--- src/hsdg_pkg.sv ---
package hsdg_pkg;
	// Clock and time base
	localparam int CLK_PERIOD_NS = 10;
	localparam int MS_NS = 1000000;
	localparam int MS_CYC = MS_NS / CLK_PERIOD_NS;
	// Fixed comparator deglitch, nominal 10 us
	localparam int FIX_DG_NS = 10000;
	localparam int FIX_DG_CYC = FIX_DG_NS / CLK_PERIOD_NS;
	// Measurement pacing, nominal 102.4 us
	localparam int MEAS_NS = 102400;
	localparam int MEAS_CYC = MEAS_NS / CLK_PERIOD_NS;
	// Gate discharge supervision, nominal 10 ms
	localparam int DISCH_MS = 10;
	localparam int DISCH_CYC = DISCH_MS * MS_CYC;
	// Strong pull-down pulse, nominal 15 us
	localparam int STRONG_PD_NS = 15000;
	localparam int STRONG_PD_CYC = STRONG_PD_NS / CLK_PERIOD_NS;
	// Enable-on delay base step for code 3'b001
	localparam int EN_DLY_BASE_MS = 4;
	// Register byte addresses
	localparam logic [7:0] ADDR_CTRL = 8'h00;
	localparam logic [7:0] ADDR_STATUS = 8'h04;
	// Control field positions and reset value
	localparam int CTRL_EN_SEL_LSB = 0;
	localparam int CTRL_PGA_LSB = 4;
	localparam int CTRL_PGD_LSB = 8;
	localparam int CTRL_STRONG_BIT = 12;
	localparam logic [12:0] CTRL_RST = 13'h0000;
	// Status bit positions
	localparam int ST_UVEN = 0;
	localparam int ST_OV = 1;
	localparam int ST_FB = 2;
	localparam int ST_FET = 3;
	localparam int ST_PG = 4;
	localparam int ST_SGD = 5;
	localparam int ST_DISCH = 6;
	localparam int ST_STRONG = 7;
endpackage

--- src/hsdg_timers.sv ---
// Added by the designer: the Wishbone slave port and the address map.
`timescale 1ns/1ns
// Contract
// - Fixed 10 us filter on three comparators
// - Programmable enable delay before starting FET
// - Power-good assertion delay, 0 to 15 ms
// - Power-good deassertion delay, 0 to 15 ms
// - New current and voltage measurement every 102.4 us
// - Discharge timer starts with gate pull-down
// - Gate not discharged at expiry raises fault
// - Strong pull-down pulses for 15 us
module hsdg_timers #(
	parameter int MS_CYCLES = hsdg_pkg::MS_CYC,
	parameter int MEAS_CYCLES = hsdg_pkg::MEAS_CYC,
	parameter int DISCH_CYCLES = hsdg_pkg::DISCH_CYC
) (
	input wire logic clk_sys,
	input wire logic arst_n,
	input wire logic wb_cyc_i,
	input wire logic wb_stb_i,
	input wire logic wb_we_i,
	input wire logic [7:0] wb_adr_i,
	input wire logic [3:0] wb_sel_i,
	input wire logic [31:0] wb_dat_i,
	output logic [31:0] wb_dat_o,
	output logic wb_ack_o,
	input wire logic enable_undervoltage_input,
	input wire logic overvoltage_input,
	input wire logic feedback_input,
	input wire logic gate_below_limit_input,
	input wire logic discharge_start,
	output logic fet_start,
	output logic power_good_output,
	output logic strong_pulldown,
	output logic gate_discharge_stuck_fault,
	output logic current_meas_tick,
	output logic voltage_meas_tick,
	output logic overvoltage_filtered
);
	import hsdg_pkg::*;

	localparam int FIX_W = $clog2(FIX_DG_CYC + 1);

	// Enable-on delay in cycles: 0, then 4 ms doubling per code
	function automatic logic [31:0] en_delay(input logic [2:0] sel);
		logic [31:0] base;
		base = 32'(EN_DLY_BASE_MS * MS_CYCLES);
		en_delay = (sel == 3'h0) ? 32'h0000_0000 : (base << (sel - 3'h1));
	endfunction

	logic [2:0] sync1_q; // First stage, read only by the second
	logic [2:0] sync2_q;
	logic gate_low1_q;
	logic gate_low2_q;
	logic [2:0] filt_q; // {fb, ov, enable_undervoltage_input} after fixed filter
	logic [FIX_W-1:0] fcnt_q [3];
	logic [12:0] ctrl_q; // Software configuration
	logic [31:0] en_cnt_q;
	logic [31:0] en_lim;
	logic [31:0] pg_cnt_q;
	logic [31:0] pg_lim;
	logic [31:0] meas_cnt_q;
	logic disch_act_q;
	logic [31:0] disch_cnt_q;
	logic [31:0] spd_cnt_q;
	logic wb_req;
	logic sgd_clr;
	logic [31:0] rd_d;

	// Pin inputs pass two flops before any use
	always_ff @(posedge clk_sys or negedge arst_n)
	begin
		if (!arst_n)
		begin
			sync1_q <= 3'h0;
			sync2_q <= 3'h0;
			gate_low1_q <= 1'b0;
			gate_low2_q <= 1'b0;
		end
		else
		begin
			sync1_q <= {feedback_input, overvoltage_input, enable_undervoltage_input};
			sync2_q <= sync1_q;
			gate_low1_q <= gate_below_limit_input;
			gate_low2_q <= gate_low1_q;
		end
	end

	// Fixed filters: output follows only after a full stable window
	always_ff @(posedge clk_sys or negedge arst_n)
	begin
		if (!arst_n)
		begin
			filt_q <= 3'h0;
			for (int i = 0; i < 3; i++)
				fcnt_q[i] <= '0;
		end
		else
		begin
			for (int i = 0; i < 3; i++)
			begin
				if (sync2_q[i] == filt_q[i])
					fcnt_q[i] <= '0; // Any bounce restarts the window
				else if (fcnt_q[i] == FIX_W'(FIX_DG_CYC - 1))
				begin
					filt_q[i] <= sync2_q[i];
					fcnt_q[i] <= '0;
				end
				else
					fcnt_q[i] <= fcnt_q[i] + 1'b1;
			end
		end
	end

	// Enable-on delay: counts while filtered enable is high
	assign en_lim = en_delay(ctrl_q[CTRL_EN_SEL_LSB +: 3]);
	always_ff @(posedge clk_sys or negedge arst_n)
	begin
		if (!arst_n)
		begin
			en_cnt_q <= 32'h0000_0000;
			fet_start <= 1'b0;
		end
		else
		begin
			if (!filt_q[ST_UVEN])
				en_cnt_q <= 32'h0000_0000; // Falling enable aborts the wait
			else if (en_cnt_q < en_lim)
				en_cnt_q <= en_cnt_q + 32'h0000_0001;
			// Compare with >= so a shortened setting cannot strand the count
			fet_start <= filt_q[ST_UVEN] && (en_cnt_q >= en_lim);
		end
	end

	// Power-good deglitch: delay depends on the edge being filtered
	assign pg_lim = 32'(MS_CYCLES) * (power_good_output
		? 32'(ctrl_q[CTRL_PGD_LSB +: 4]) : 32'(ctrl_q[CTRL_PGA_LSB +: 4]));
	always_ff @(posedge clk_sys or negedge arst_n)
	begin
		if (!arst_n)
		begin
			pg_cnt_q <= 32'h0000_0000;
			power_good_output <= 1'b0;
		end
		else
		begin
			if (filt_q[ST_FB] == power_good_output)
				pg_cnt_q <= 32'h0000_0000;
			else if (pg_cnt_q + 32'h0000_0001 >= pg_lim)
			begin
				power_good_output <= filt_q[ST_FB];
				pg_cnt_q <= 32'h0000_0000;
			end
			else
				pg_cnt_q <= pg_cnt_q + 32'h0000_0001;
		end
	end

	// Measurement pacing: both converters start together
	always_ff @(posedge clk_sys or negedge arst_n)
	begin
		if (!arst_n)
		begin
			meas_cnt_q <= 32'h0000_0000;
			current_meas_tick <= 1'b0;
			voltage_meas_tick <= 1'b0;
		end
		else
		begin
			if (meas_cnt_q == 32'(MEAS_CYCLES - 1))
				meas_cnt_q <= 32'h0000_0000;
			else
				meas_cnt_q <= meas_cnt_q + 32'h0000_0001;
			current_meas_tick <= (meas_cnt_q == 32'(MEAS_CYCLES - 1));
			voltage_meas_tick <= (meas_cnt_q == 32'(MEAS_CYCLES - 1));
		end
	end

	// Gate discharge supervision and stuck-gate fault
	assign sgd_clr = wb_req && wb_we_i && (wb_adr_i == ADDR_STATUS) && wb_sel_i[0]
		&& wb_dat_i[ST_SGD];
	always_ff @(posedge clk_sys or negedge arst_n)
	begin
		if (!arst_n)
		begin
			disch_act_q <= 1'b0;
			disch_cnt_q <= 32'h0000_0000;
			gate_discharge_stuck_fault <= 1'b0;
		end
		else
		begin
			if (discharge_start)
			begin
				disch_act_q <= 1'b1;
				disch_cnt_q <= 32'h0000_0000;
			end
			else if (disch_act_q && gate_low2_q)
				disch_act_q <= 1'b0; // Gate discharged in time
			else if (disch_act_q && disch_cnt_q == 32'(DISCH_CYCLES - 1))
				disch_act_q <= 1'b0;
			else if (disch_act_q)
				disch_cnt_q <= disch_cnt_q + 32'h0000_0001;
			// Set wins over a software clear in the same cycle
			if (disch_act_q && !discharge_start && !gate_low2_q
				&& disch_cnt_q == 32'(DISCH_CYCLES - 1))
				gate_discharge_stuck_fault <= 1'b1;
			else if (sgd_clr)
				gate_discharge_stuck_fault <= 1'b0;
		end
	end

	// Strong pull-down pulse, only when configured
	always_ff @(posedge clk_sys or negedge arst_n)
	begin
		if (!arst_n)
		begin
			strong_pulldown <= 1'b0;
			spd_cnt_q <= 32'h0000_0000;
		end
		else
		begin
			if (discharge_start && ctrl_q[CTRL_STRONG_BIT])
			begin
				strong_pulldown <= 1'b1;
				spd_cnt_q <= 32'h0000_0000;
			end
			else if (strong_pulldown && spd_cnt_q == 32'(STRONG_PD_CYC - 1))
				strong_pulldown <= 1'b0;
			else if (strong_pulldown)
				spd_cnt_q <= spd_cnt_q + 32'h0000_0001;
		end
	end

	// Filtered overvoltage leaves the block from a flop
	always_ff @(posedge clk_sys or negedge arst_n)
	begin
		if (!arst_n)
			overvoltage_filtered <= 1'b0;
		else
			overvoltage_filtered <= filt_q[ST_OV];
	end

	// Wishbone slave: one wait state, unmapped reads return zero
	assign wb_req = wb_cyc_i && wb_stb_i && !wb_ack_o;
	always_comb
	begin
		rd_d = 32'h0000_0000;
		if (wb_adr_i == ADDR_CTRL)
			rd_d = {19'h0_0000, ctrl_q};
		else if (wb_adr_i == ADDR_STATUS)
			rd_d = {24'h00_0000, strong_pulldown, disch_act_q, gate_discharge_stuck_fault,
				power_good_output, fet_start, filt_q};
	end

	always_ff @(posedge clk_sys or negedge arst_n)
	begin
		if (!arst_n)
		begin
			wb_ack_o <= 1'b0;
			wb_dat_o <= 32'h0000_0000;
			ctrl_q <= CTRL_RST;
		end
		else
		begin
			wb_ack_o <= wb_req;
			wb_dat_o <= wb_req ? rd_d : 32'h0000_0000;
			if (wb_req && wb_we_i && wb_adr_i == ADDR_CTRL)
			begin
				if (wb_sel_i[0])
					ctrl_q[7:0] <= wb_dat_i[7:0];
				if (wb_sel_i[1])
					ctrl_q[12:8] <= wb_dat_i[12:8];
			end
		end
	end
endmodule

--- config.mk ---
export PLATFORM = sky130hd
export DESIGN_NAME = hsdg_timers
export DESIGN_NICKNAME = d
export VERILOG_FILES = /design/src/hsdg_pkg.sv /design/src/hsdg_timers.sv
export SDC_FILE = /design/constraint.sdc
export NUM_CORES = 1
export LEC_CHECK = 0
export BUFFER_PORTS_ARGS = -buffer_cell sky130_fd_sc_hd__buf_2
export CAP_MARGIN = 10
export CORE_AREA = 8 8 199 201
export DETAILED_ROUTE_END_ITERATION = 6
export DIE_AREA = 0 0 207 209
export PLACE_DENSITY = 0.6
export SYNTH_ARGS = -nofsm -noshare
export SYNTH_HDL_FRONTEND = slang
export SYNTH_SLANG_ARGS = --single-unit
--- constraint.sdc ---
create_clock -name clk_sys -period 11.37 [get_ports clk_sys]
set_input_delay 0.5685 -clock clk_sys [delete_from_list [all_inputs] [get_ports clk_sys]]
set_output_delay 0.5685 -clock clk_sys [all_outputs]
set_load 0.01 [all_outputs]
## After elaboration in Yosys (flattened, before gate mapping)

Index checks and enable logic that the tools add are counted.

- Register bits: 254
- Input bits: 54
- Word-level logic and storage cells: 122

- Add/sub/neg operators: 9
- Multiply operators: 1
- Magnitude comparators: 3
- Equal/unequal tests: 15
- Shift operators: 1
- Multiplexer cells: 30
- Bitwise gates (word level): 4
- Reduce and logical (&&, ||, !) cells: 33

Operator list:

| operator | count |
|---|---|
| 32-bit two-way mux | 14 |
| 32-bit by 1-bit adder with 32-bit output, second input constant | 5 |
| 10-bit two-way mux | 6 |
| 32-bit by 11-bit == test with 1-bit output, second input constant | 1 |
| 32-bit by 14-bit == test with 1-bit output, second input constant | 1 |
| 32-bit by 20-bit == test with 1-bit output, second input constant | 1 |
| 32-bit by 21-bit greater-or-equal comparator with 1-bit output | 1 |
| 32-bit greater-or-equal comparator | 1 |
| 32-bit < comparator | 1 |
| 19-bit by 3-bit left shift with 32-bit output, first input constant | 1 |
| 10-bit by 1-bit adder with 10-bit output, second input constant | 3 |
| 10-bit == test, second input constant | 3 |
| 12-bit by 4-bit multiplier with 16-bit output, first input constant | 1 |
| 1-bit logical AND | 15 |
| 2-bit AND reduction | 7 |
| 13-bit two-way mux | 1 |
| 8-bit by 3-bit == test with 1-bit output, second input constant | 1 |
| 8-bit logical NOT | 1 |
| 8-bit two-way mux | 1 |
| 2-bit nonzero test | 4 |
| 1-bit two-way mux | 7 |
| 2-bit inequality test, second input constant | 3 |
| 1-bit == test | 4 |
| 4-bit two-way mux | 1 |
| other kinds (7) | 12 |

## Depth between registers and ports, before layout

Gate-level depths: netlist (run 1).

- Depth after elaboration: 8
- Depth in mapped cells: 23
- Depth with buffers taken out: 21

## Least setup slack after synthesis (run 1)

No wires, ideal clock.

- Path kind: flip-flop to flip-flop
- Start: register power_good_output
- End: register power_good_output
- Setup time: 127 ps
- Arrival: 4,482 ps
- Required time: 11,243 ps
- Path slack: 6,760 ps
- Stages on the path, launching flop included: 23
- Path buffers: 1
- Clock period less this slack: 4,610 ps
- Cell sequence: dfrtp_1 -> clkbuf_1 -> mux2i_1 -> inv_1 -> ha_1 -> xnor2_1 -> ha_1 -> a21o_1 -> ha_1 -> a31oi_1 -> nor2b_1 -> o21a_1 -> o21a_1 -> o21a_1 -> nand2_1 -> xnor2_1 -> ha_1 -> a21o_1 -> a211oi_1 -> a21oi_1 -> a31oi_1 -> nand3_1 -> mux2_1

- Longest elaborated chain between the ends: 4

RTL lines:

| item | RTL line | RTL |
|---|---|---|
| start, declared | hsdg_timers.sv:33 | `output logic power_good_output,` |
| start signal, assigned | hsdg_timers.sv:151 | `power_good_output <= filt_q[ST_FB];` |
| 4-bit two-way mux | hsdg_timers.sv:137 | `? 32'(ctrl_q[CTRL_PGD_LSB +: 4]) : 32'(ctrl_q[CTRL_PGA_LSB +: 4]));` |
| 12-bit by 4-bit multiplier with 16-bit output | hsdg_timers.sv:136 | `assign pg_lim = 32'(MS_CYCLES) * (power_good_output` |
| 32-bit by 21-bit greater-or-equal comparator with 1-bit output | hsdg_timers.sv:149 | `else if (pg_cnt_q + 32'h0000_0001 >= pg_lim)` |
| 2-bit AND reduction (no line) (*) | n/a |  |

Every way passes the cells marked *; elsewhere a longest branch is shown, timed or not.
A chain may end at the register's enable or synchronous reset.

## Final worst setup path (run 1)

- Start: register power_good_output
- End: register pg_cnt_q[2]

- Longest elaborated chain between the ends: 5

RTL lines:

| item | RTL line | RTL |
|---|---|---|
| 4-bit two-way mux | hsdg_timers.sv:137 |  |
| 12-bit by 4-bit multiplier with 16-bit output | hsdg_timers.sv:136 |  |
| 32-bit by 21-bit greater-or-equal comparator with 1-bit output | hsdg_timers.sv:149 |  |
| 32-bit two-way mux | hsdg_timers.sv:149 |  |
| 32-bit two-way mux (*) | hsdg_timers.sv:147 | `if (filt_q[ST_FB] == power_good_output)` |
| end signal, assigned | hsdg_timers.sv:155 | `pg_cnt_q <= pg_cnt_q + 32'h0000_0001;` |
| end, declared | hsdg_timers.sv:60 | `logic [31:0] pg_cnt_q;` |

Marked as above.

==> results by stage, run 1 <==
Final layout:
- From synthesis to final layout, the design area changed by 12.77%.
- The number of fill cells in the layout is around 3600.
- 0 antenna diodes ended up in the layout.
- The area of combinational cells with multiple inputs is between 6000 and 7000 um^2.
- Leaving out fill and tap cells, the most frequent cells in the layout are sky130_fd_sc_hd__dfrtp_1, sky130_fd_sc_hd__nor2_1, sky130_fd_sc_hd__nand2_1.
- After the last flow step, the layout net total stands at approximately 1500.
- The share of final-layout standard cells stronger than drive strength 1 is 0.1125.
- The register area is between 5000 and 6000 um^2.
- The library cell used most frequently in the layout, excluding fill and tap cells, is sky130_fd_sc_hd__dfrtp_1.

STA:
- Setup repair after global routing left no endpoint under its margin.
- The count of final max-slew check failures is 0.
- Setup violations remaining at the end of the flow were counted as 0.
- The total negative slack is 0 ns.
- The final worst setup slack is 5.504 ns.
- Hold timing on the final database bottoms out at a slack of about 0.022 ns.
- The slew at the pin with the worst max-slew slack is around 1.1 ns.
- The worst clock skew is about 0.014 ns.
- The part of the cycle the worst path needs is 0.5159.
- The fmax is roughly 170 MHz.
- In this run the tightest slew margin relative to its limit is 0.2265.
- For the finished layout, the period the worst path requires is 5.866 ns.
- The final count of hold timing violations is 0.

Clock tree:
- The total setup buffers inserted after CTS is 0.
- The post-cts hold buffer count is 0.
- CTS built an H-tree with a depth of 1.
- The tree is rooted in a sky130_fd_sc_hd__clkbuf_16.
- The number of sinks on the clock net is ~240.
- For the worst-skew pair, the clock arrives at the later sink with an insertion delay of about 0.53 ns.
- The number of buffers on the longest clock path is 3.
- The clock transition time at the flip-flop clock pins of the worst setup and hold paths is about 0.06 ns.
- The clock tree from TritonCTS is yes.
- Counting the buffers created by CTS gives 27.
- Once the clock tree was built, the resizer swapped 0 gates to a different size.

Floorplan:
- The initialized floorplan defines 70 standard-cell rows.
- The die extent in x is 207 um.
- The die height is 209 um.
- The floorplan step defined a die boundary enclosing about 43000 um^2.
- The count of pins on the block boundary is 94.
- The initial utilization of the core area, before any placement, comes to 0.3484.
- The total area inside the core boundary comes to 36260 um^2.

Power:
- Of the total power, combinational logic draws 0.043.
- Power spread over the standard cell area amounts to between 100 and 150 nW/um^2.
- Summed over all nets, the switching power comes to just over 0.4 mW.
- The share of total power dissipated in the clock network is 0.470.
- The worst IR drop on VDD is about 0.000075 V.
- Cell internal power was estimated by the tool at approximately 1.4 mW.
- The leakage power is about 6.3 nW.
- The share of total power dissipated in sequential elements is 0.487.
- Of the total power, the share spent switching nets is 0.2293.

Detailed routing:
- The detailed router finished its first iteration with 544 violations.
- Before antenna repair, the detailed router went through 4 iterations.
- For this run, design rule violations remaining after detail routing come to 0.
- In the final routed layout, each cell accounts on average for around 14 um.
- In this run the remaining antenna-violating nets after routing total 0.
- The final layout contains routed wiring with a total length of between 20000 and 30000 um.
- The via total after detailed routing is 9019.
- The per-cell via count in the routed design is a little under 5.

Global route:
- The overall fraction of global-route tracks in use is 0.1172.
- The maximum number of pins on one net before global-route repair is 88.
- The number of global-route vias before repair is between 8000 and 9000.
- The total overflow left after global routing is 0.
- The number of antenna violations at the first check in global routing is 0.
- The wire length of the first global-routing pass is roughly 44000 um.

Critical path:
- The worst setup path is launched from a flip-flop.
- At the worst endpoint, the required time is 11.83 ns.
- The data arrival time at the worst-slack endpoint is 6.33 ns.
- The top fanout value on the critical path is 21.
- The worst setup path is captured at a flip-flop.
- The worst setup path is of the reg -> reg kind.

Synth:
- The total of flip-flops plus latches after synthesis is 235.
- The combined area of all synthesized cells is between 10000 and 15000 um^2.
- In the synthesized netlist, the number of instances is ~1300.
- The most common flop cell mapped by yosys is sky130_fd_sc_hd__dfrtp_1.
- Sorting the synthesized cells by area gives the leading types as sky130_fd_sc_hd__dfrtp_1, sky130_fd_sc_hd__ha_1, sky130_fd_sc_hd__xnor2_1.
- Of the post-synthesis cell area, the dominant cell type holds 0.4655.
- The synthesized design contains 0 enable-type register cells.
- In the synthesized netlist the async set-or-reset flop fraction comes to 1.000.
- The cell type contributing the most total cell area after synthesis is sky130_fd_sc_hd__dfrtp_1.
- The count of yosys warnings during synthesis is 0.
- Yosys mapped the design onto 56 distinct sky130hd cell types.
- The sequential fraction of the synthesis area is 0.4655.
- After synthesis, the mean cell area works out to 10.00 um^2.

Place:
- Routability-driven placement finished with a final weighted congestion of a little under 0.8.
- In this run the tool buffered the top-level ports with 53 buffer cells.
- The wire-length estimate of the detail-placed layout is 18300 um.
- Before CTS, the worst setup slack after placement is 5.484 ns.

Flow run:
- The number of violations of the max-capacitance limit is 0.

Min path:
- In this run the worst hold path is classified as in -> async.

Status:
- The run finished with clean final reports.
[power by group through the flow]
| stage | Sequential, mW | Combinational [mW] | Clock [mW] |
|---|---|---|---|
| finish | 0.877 | 0.0773 | 0.845 |
| global route | 0.880 | 0.0893 | 0.907 |
| detailed placement | 0.892 | 0.0787 | 0 |
| global placement | 0.891 | 0.0777 | 0 |
| floorplan | 0.887 | 0.0510 | 0 |
| CTS | 0.877 | 0.0792 | 0.875 |
[final cells by class]
type,instances,area share
clock buffers,38,0.05524
clock inverters,11,0.006236
inverters,44,0.01159
multi-input cells,966,0.4513
flip-flops and latches,235,0.4128
well taps,468,0.04110
repair buffers,57,0.02178
[synthesized netlist by cell type (all sizes together) (17+ instances only)]
| cell type | n |
|---|---|
| o21ai | 28 |
| nor4 | 17 |
| clkbuf | 23 |
| nor2 | 155 |
| mux2 | 20 |
| nand2 | 90 |
| a21oi | 36 |
| buf | 24 |
| nor3 | 26 |
| and2 | 23 |
| inv | 44 |
| xnor2 | 89 |
| nand4 | 54 |
| nor2b | 20 |
| and3 | 21 |
| dfrtp | 235 |
| nand3 | 71 |
| ha | 72 |
| or3 | 25 |
| xor2 | 64 |
[logic make-up after synthesis]
logic type / synth area share
DFF: 0.4655
muxes: 0.03050
AOI/OAI and AO/OA: 0.06665
other: 0.0002968
buffers and inverters: 0.03427
and+or+nand+nor: 0.2254
xor gates and xnor gates: 0.1061
adders and majority gates: 0.07131
[state kept, by name, indices dropped and copies added, names as in the netlist, 3 cells and up]
signal	cells
ctrl_q	13
disch_cnt_q	32
en_cnt_q	32
fcnt_q	30
filt_q	3
meas_cnt_q	32
pg_cnt_q	32
spd_cnt_q	32
sync1_q	3
sync2_q	3
wb_dat_o	13
[path summary, 6_finish.rpt]
path,slack (ns),end,depth (start not counted),startpoint
setup / recovery,5.50,pg_cnt_q[2],21,power_good_output
hold / removal,0.02,spd_cnt_q[10],1,arst_n
setup reg to reg,5.50,pg_cnt_q[2],21,power_good_output
hold reg to reg,0.35,gate_low2_q,0,gate_low1_q
max in group asynchronous,9.05,wb_dat_o[8],3,arst_n
min in group clk_sys,0.14,sync1_q[0],1,enable_undervoltage_input
[metal layers]
| metal | routed length [um] | GRT usage | vias up |
|---|---|---|---|
| met1 | 12200 | 0.1573 | 4354 |
| met2 | 12150 | 0.1961 | 120 |
| li1 | - | - | 4506 |
| met4 | 479 | 0.02736 | 0 |
| met5 | 0 | 0 | - |
| met3 | 918 | 0.01886 | 39 |
[metrics by stage]
step | instance area (um^2) | util | power (mW) | cells
6_report | 14250 | 0.3929 | 1.800 | 1819
5_1_grt | 14250 | 0.3929 | 1.877 | 1819
4_1_cts | 14230 | 0.3923 | 1.831 | 1817
3_5_place_dp | 13350 | 0.3682 | 0.9710 | 1768
3_3_place_gp | 13350 | 0.3682 | 0.9691 | 1768
2_1_floorplan | 12740 | - | 0.9383 | 1292
[critical path, stage by stage (launching register included)]
cell                       delay, ns
sky130_fd_sc_hd__dfrtp_1        0.60
sky130_fd_sc_hd__mux2i_1        0.44
sky130_fd_sc_hd__inv_1          0.17
sky130_fd_sc_hd__ha_1           0.24
sky130_fd_sc_hd__xnor2_1        0.14
sky130_fd_sc_hd__ha_1           0.18
sky130_fd_sc_hd__a21o_1         0.16
sky130_fd_sc_hd__ha_1           0.32
sky130_fd_sc_hd__a31oi_1        0.27
sky130_fd_sc_hd__nor2b_1        0.08
sky130_fd_sc_hd__o21a_1         0.19
sky130_fd_sc_hd__o21a_1         0.20
sky130_fd_sc_hd__o21a_1         0.20
sky130_fd_sc_hd__nand2_1        0.09
sky130_fd_sc_hd__xnor2_1        0.13
sky130_fd_sc_hd__ha_1           0.27
sky130_fd_sc_hd__a21o_1         0.18
sky130_fd_sc_hd__a211oi_1       0.35
sky130_fd_sc_hd__nand4_1        0.17
sky130_fd_sc_hd__a31oi_1        0.27
sky130_fd_sc_hd__nand4_2        0.72
sky130_fd_sc_hd__and2b_1        0.43
Power figures use the tool's default switching activity.
==> run 2: changes to the inputs <==
ABC_AREA = 1   (was default)
CORE_AREA = 8 8 215 217   (was 8 8 199 201)
DIE_AREA = 0 0 223 225   (was 0 0 207 209)
clock period = 5.4 ns   (was 11.37 ns; I/O delays follow)
==> results by stage, run 2 <==
Power:
- The leakage power came to 8.228 nW (was 6.315 nW).
- The total power divided by cell area is 248.2 nW/um^2 (was 126.3 nW/um^2).
- The total power is 4.188 mW (was 1.800 mW).
- The worst IR drop on VDD is 0.0002249 V (was 0.00007527 V).

Clock tree:
- The clock tree from TritonCTS is yes (unchanged).
- The number of buffers on the longest clock path is 3 (unchanged).
- The post-cts repair resize count was 0 (unchanged).
- The root buffer cell is sky130_fd_sc_hd__clkbuf_16 (unchanged).
- The latest clock arrival within the worst-skew pair was 0.56 ns (was 0.53 ns).
- The total number of H-tree levels is 1 (unchanged).
- The number of sinks on the clock net is 235 (unchanged).
- The clock transition time at the flip-flop clock pins of the worst setup and hold paths is 0.06 ns (about the same).
- The number of buffers created by CTS came to 30 (was 27).
- The total setup buffers inserted after CTS is 0 (unchanged).
- The post-cts hold buffer count came to 18 (was 0).

STA:
- The worst clock skew is 0.01605 ns (was 0.01396 ns).
- The clock period minus final worst setup slack is 4.680 ns (was 5.866 ns).
- Unrepaired setup endpoints after global routing: false (unchanged).
- The fmax came to 213.7 MHz (was 170.5 MHz).
- The part of the cycle the worst path needs was 0.8667 (was 0.5159).
- The total negative slack came to 0 ns (unchanged).
- The final-report setup violation count is 0 (unchanged).
- The slew at the pin with the worst max-slew slack is 1.057 ns (was 1.150 ns).
- The headroom to the max-slew limit came to 0.2943 (was 0.2265).
- The final count of hold timing violations is 0 (unchanged).
- The count of final max-slew check failures is 0 (unchanged).

Global route:
- The maximum number of pins on one net before global-route repair is 108 (was 88).
- The wire length of the first global-routing pass came to 63170 um (was 43840 um).
- The number of antenna violations at the first check in global routing is 1 (was 0).
- The leftover overflow at the end of global routing is 0 (unchanged).
- The number of global-route vias before repair was 12600 (was 8856).
- The overall fraction of global-route tracks in use is 0.1486 (was 0.1172).

Floorplan:
- The starting utilization of the core area is 0.3469 (was 0.3484).
- The die extent in x is 223 um (was 207 um).
- The number of rows in the core area came to 76 (was 70).
- The count of pins on the block boundary came to 94 (unchanged).
- The core box area came to 42700 um^2 (was 36260 um^2).
- The die height is 225 um (was 209 um).
- The total die area is 50180 um^2 (was 43260 um^2).

Final layout:
- The cell area after layout is 16870 um^2 (was 14250 um^2).
- The register area is 5881 um^2 (unchanged).
- The leading cell type in the layout, fill and taps excluded was sky130_fd_sc_hd__nand2_1 (was sky130_fd_sc_hd__dfrtp_1).
- The share of final-layout standard cells stronger than drive strength 1 came to 0.09161 (was 0.1125).
- The net count reported at finish is 2176 (was 1457).
- The post-synthesis to final-layout area growth is 13.94% (was 12.77%).
- The area of combinational cells with multiple inputs came to 7856 um^2 (was 6429 um^2).
- The number of fill cells in the layout was 4377 (was 3555).
- The final cell utilization of the core was 0.3952 (was 0.3929).
- Most frequent cells in the layout: sky130_fd_sc_hd__nand2_1, sky130_fd_sc_hd__dfrtp_1, sky130_fd_sc_hd__inv_1 (was sky130_fd_sc_hd__dfrtp_1, sky130_fd_sc_hd__nor2_1, sky130_fd_sc_hd__nand2_1).
- The antenna cell count was 0 (unchanged).

Place:
- The HPWL after detailed placement is 27430 um (was 18300 um).
- The weighted congestion reported at the end of routability-driven placement is 0.9062 (was 0.7936).
- The port buffer count came to 53 (unchanged).
- The standard cell area after detailed placement is 15650 um^2 (was 13350 um^2).

Synth:
- The count of yosys warnings during synthesis came to 0 (unchanged).
- Cells taking the most area after synthesis: sky130_fd_sc_hd__dfrtp_1, sky130_fd_sc_hd__nand2_1, sky130_fd_sc_hd__ha_1 (was sky130_fd_sc_hd__dfrtp_1, sky130_fd_sc_hd__ha_1, sky130_fd_sc_hd__xnor2_1).
- The library cell with the highest instance count after synthesis is sky130_fd_sc_hd__nand2_1 (was sky130_fd_sc_hd__dfrtp_1).
- The combined area of all synthesized cells is 14810 um^2 (was 12630 um^2).
- The post-synthesis async set-or-reset flop share was 1.000 (unchanged).
- The most common flop cell mapped by yosys is sky130_fd_sc_hd__dfrtp_1 (unchanged).
- The count of mapped cells out of synthesis is 1959 (was 1263).
- The sequential fraction of the synthesis area is 0.3971 (was 0.4655).
- The cell type contributing the most total cell area after synthesis is sky130_fd_sc_hd__dfrtp_1 (unchanged).
- The proportion of netlist area held by the largest area contributor is 0.3971 (was 0.4655).
- The total of flip-flops plus latches after synthesis is 235 (unchanged).
- Commonest cells in the synthesized netlist: sky130_fd_sc_hd__nand2_1, sky130_fd_sc_hd__dfrtp_1, sky130_fd_sc_hd__inv_1 (was sky130_fd_sc_hd__dfrtp_1, sky130_fd_sc_hd__nor2_1, sky130_fd_sc_hd__nand2_1).
- The synthesized area per cell was 7.560 um^2 (was 10.00 um^2).
- The number of library cell types mapped by synthesis is 47 (was 56).
- The number of synthesized flops with an enable pin is 0 (unchanged).

Detailed routing:
- The total wirelength of the detailed-routed design was 36940 um (was 25750 um).
- The number of detailed-route iterations in the first pass came to 4 (unchanged).
- The via total after detailed routing is 12670 (was 9019).
- The DRC violation total after the first TritonRoute iteration is 846 (was 544).
- The residual DRC count is 0 (unchanged).
- The count of nets left with antenna violations after detail routing is 0 (unchanged).
- The average detailed-routed wire length per instance was 14.10 um (was 14.16 um).
- The per-cell via count in the routed design was 4.837 (was 4.958).

Critical path:
- The top fanout value on the critical path is 21 (unchanged).
- The data arrival time at the worst-slack endpoint is 5.12 ns (was 6.33 ns).
- The startpoint of the worst-slack reg-to-reg timing path is power_good_output (unchanged).
- The critical path class was reg -> reg (unchanged).
- The register-to-register path setup slack is 0.72 ns (was 5.50 ns).
- The reg-to-reg endpoint is pg_cnt_q[0] (was pg_cnt_q[2]).
- The sort of element at the start of the critical path is a flip-flop (unchanged).
- The depth of the worst register-to-register path is 24 (was 21).
- The data required time of the worst path came to 5.84 ns (was 11.83 ns).
- The kind of end point of the critical path was a flip-flop (unchanged).

Min path:
- The worst min-delay path category is in -> reg (was in -> async).
- The cell depth of the worst hold path is 3.
- The path with the worst hold slack has its endpoint at ctrl_q[2].
- The worst hold path begins at wb_dat_i[2].

Flow run:
- The number of violations of the max-capacitance limit came to 0 (unchanged).

Status:
- Result of the run: completed (unchanged).
[run 2: cell count changes in the layout (fill, tap and decap cells not counted), sizes merged, moves of 21 or more]
| cell | change |
|---|---|
| nand2 | +424 |
| inv | +191 |
| nor2 | +111 |
| xnor2 | -61 |
| nand3 | +60 |
| o21ai | +43 |
| nor3 | +36 |
| xor2 | +34 |
| or3 | -25 |
| and2 | -21 |
[run 2: final cells by class]
type,instances,share of cell area
Multi-Input combinational cell,1466,0.4656
Sequential cell,235,0.3485
Clock buffer,43,0.05398
Inverter,237,0.05272
Tap cell,546,0.04048
Timing Repair Buffer,80,0.03099
Clock inverter,13,0.007785
[run 2: cell families after synthesis]
logic type	Yosys count	synth area share
xor gates and xnor gates	126	0.07451
AOI/OAI and AO/OA	142	0.05255
adders and majority gates	72	0.06083
muxes	8	0.006083
and+or+nand+nor	1088	0.3285
buffers and inverters	287	0.08026
DFF	235	0.3971
other	1	0.0002532
[run 2: worst max-delay path, stage by stage (launching register included)]
cell	delay, ns
sky130_fd_sc_hd__dfrtp_1	0.55
sky130_fd_sc_hd__o21ai_0	0.51
sky130_fd_sc_hd__inv_1	0.20
sky130_fd_sc_hd__ha_1	0.25
sky130_fd_sc_hd__xnor2_1	0.15
sky130_fd_sc_hd__ha_1	0.20
sky130_fd_sc_hd__a21o_1	0.16
sky130_fd_sc_hd__ha_1	0.31
sky130_fd_sc_hd__a31o_2	0.28
sky130_fd_sc_hd__nand2_1	0.06
sky130_fd_sc_hd__nand2_1	0.11
sky130_fd_sc_hd__xor2_1	0.16
sky130_fd_sc_hd__ha_1	0.30
sky130_fd_sc_hd__nand2_1	0.07
sky130_fd_sc_hd__nor2_1	0.14
sky130_fd_sc_hd__nand2_1	0.08
sky130_fd_sc_hd__nor2_1	0.10
sky130_fd_sc_hd__nand3_1	0.07
sky130_fd_sc_hd__nand2_1	0.11
sky130_fd_sc_hd__nand2_1	0.06
sky130_fd_sc_hd__nand2_1	0.11
sky130_fd_sc_hd__a21oi_2	0.09
sky130_fd_sc_hd__nand3_2	0.06
sky130_fd_sc_hd__buf_4	0.32
sky130_fd_sc_hd__nor2_1	0.07
[run 2: worst max path at each step]
| stage | end | cells past startpoint | startpoint | slack, ns |
|---|---|---|---|---|
| 6_report | pg_cnt_q[0] | 24 | power_good_output | 0.72 |
| 5_1_grt | pg_cnt_q[0] | 26 | power_good_output | 0.19 |
| 4_1_cts | pg_cnt_q[0] | 24 | power_good_output | 0.69 |
| 3_5_place_dp | pg_cnt_q[0] | 24 | power_good_output | 0.74 |
| 3_3_place_gp | pg_cnt_q[0] | 24 | power_good_output | 0.83 |
| 2_1_floorplan | pg_cnt_q[10] | 25 | power_good_output | 1.48 |
[run 2: metal layers]
layer,global-route usage,share of wire,vias up
li1,-,-,6419
met1,0.2064,0.49,5982
met2,0.2424,0.45,221
met3,0.02147,0.044,51
met4,0.03441,0.018,0
met5,0,0,-
[run 2: where the power goes]
part	switching (mW)	internal, mW	leakage, nW
clock network	0.791	1.26	0.515
logic	0.181	0.0840	4.58
registers	0.0560	1.81	3.13
total	1.03	3.16	8.23
[run 2: through the flow]
stage / cells / setup slack [ns] / hold slack, ns
after floorplan: 1988 / 1.477 / -0.02559
after global placement: 2546 / 0.8321 / 0.3347
after detailed placement: 2546 / 0.7377 / 0.3347
after CTS: 2620 / 0.6890 / 0.0007102
after global routing: 2620 / 0.1939 / 0.03900
final: 2620 / 0.7197 / 0.03277
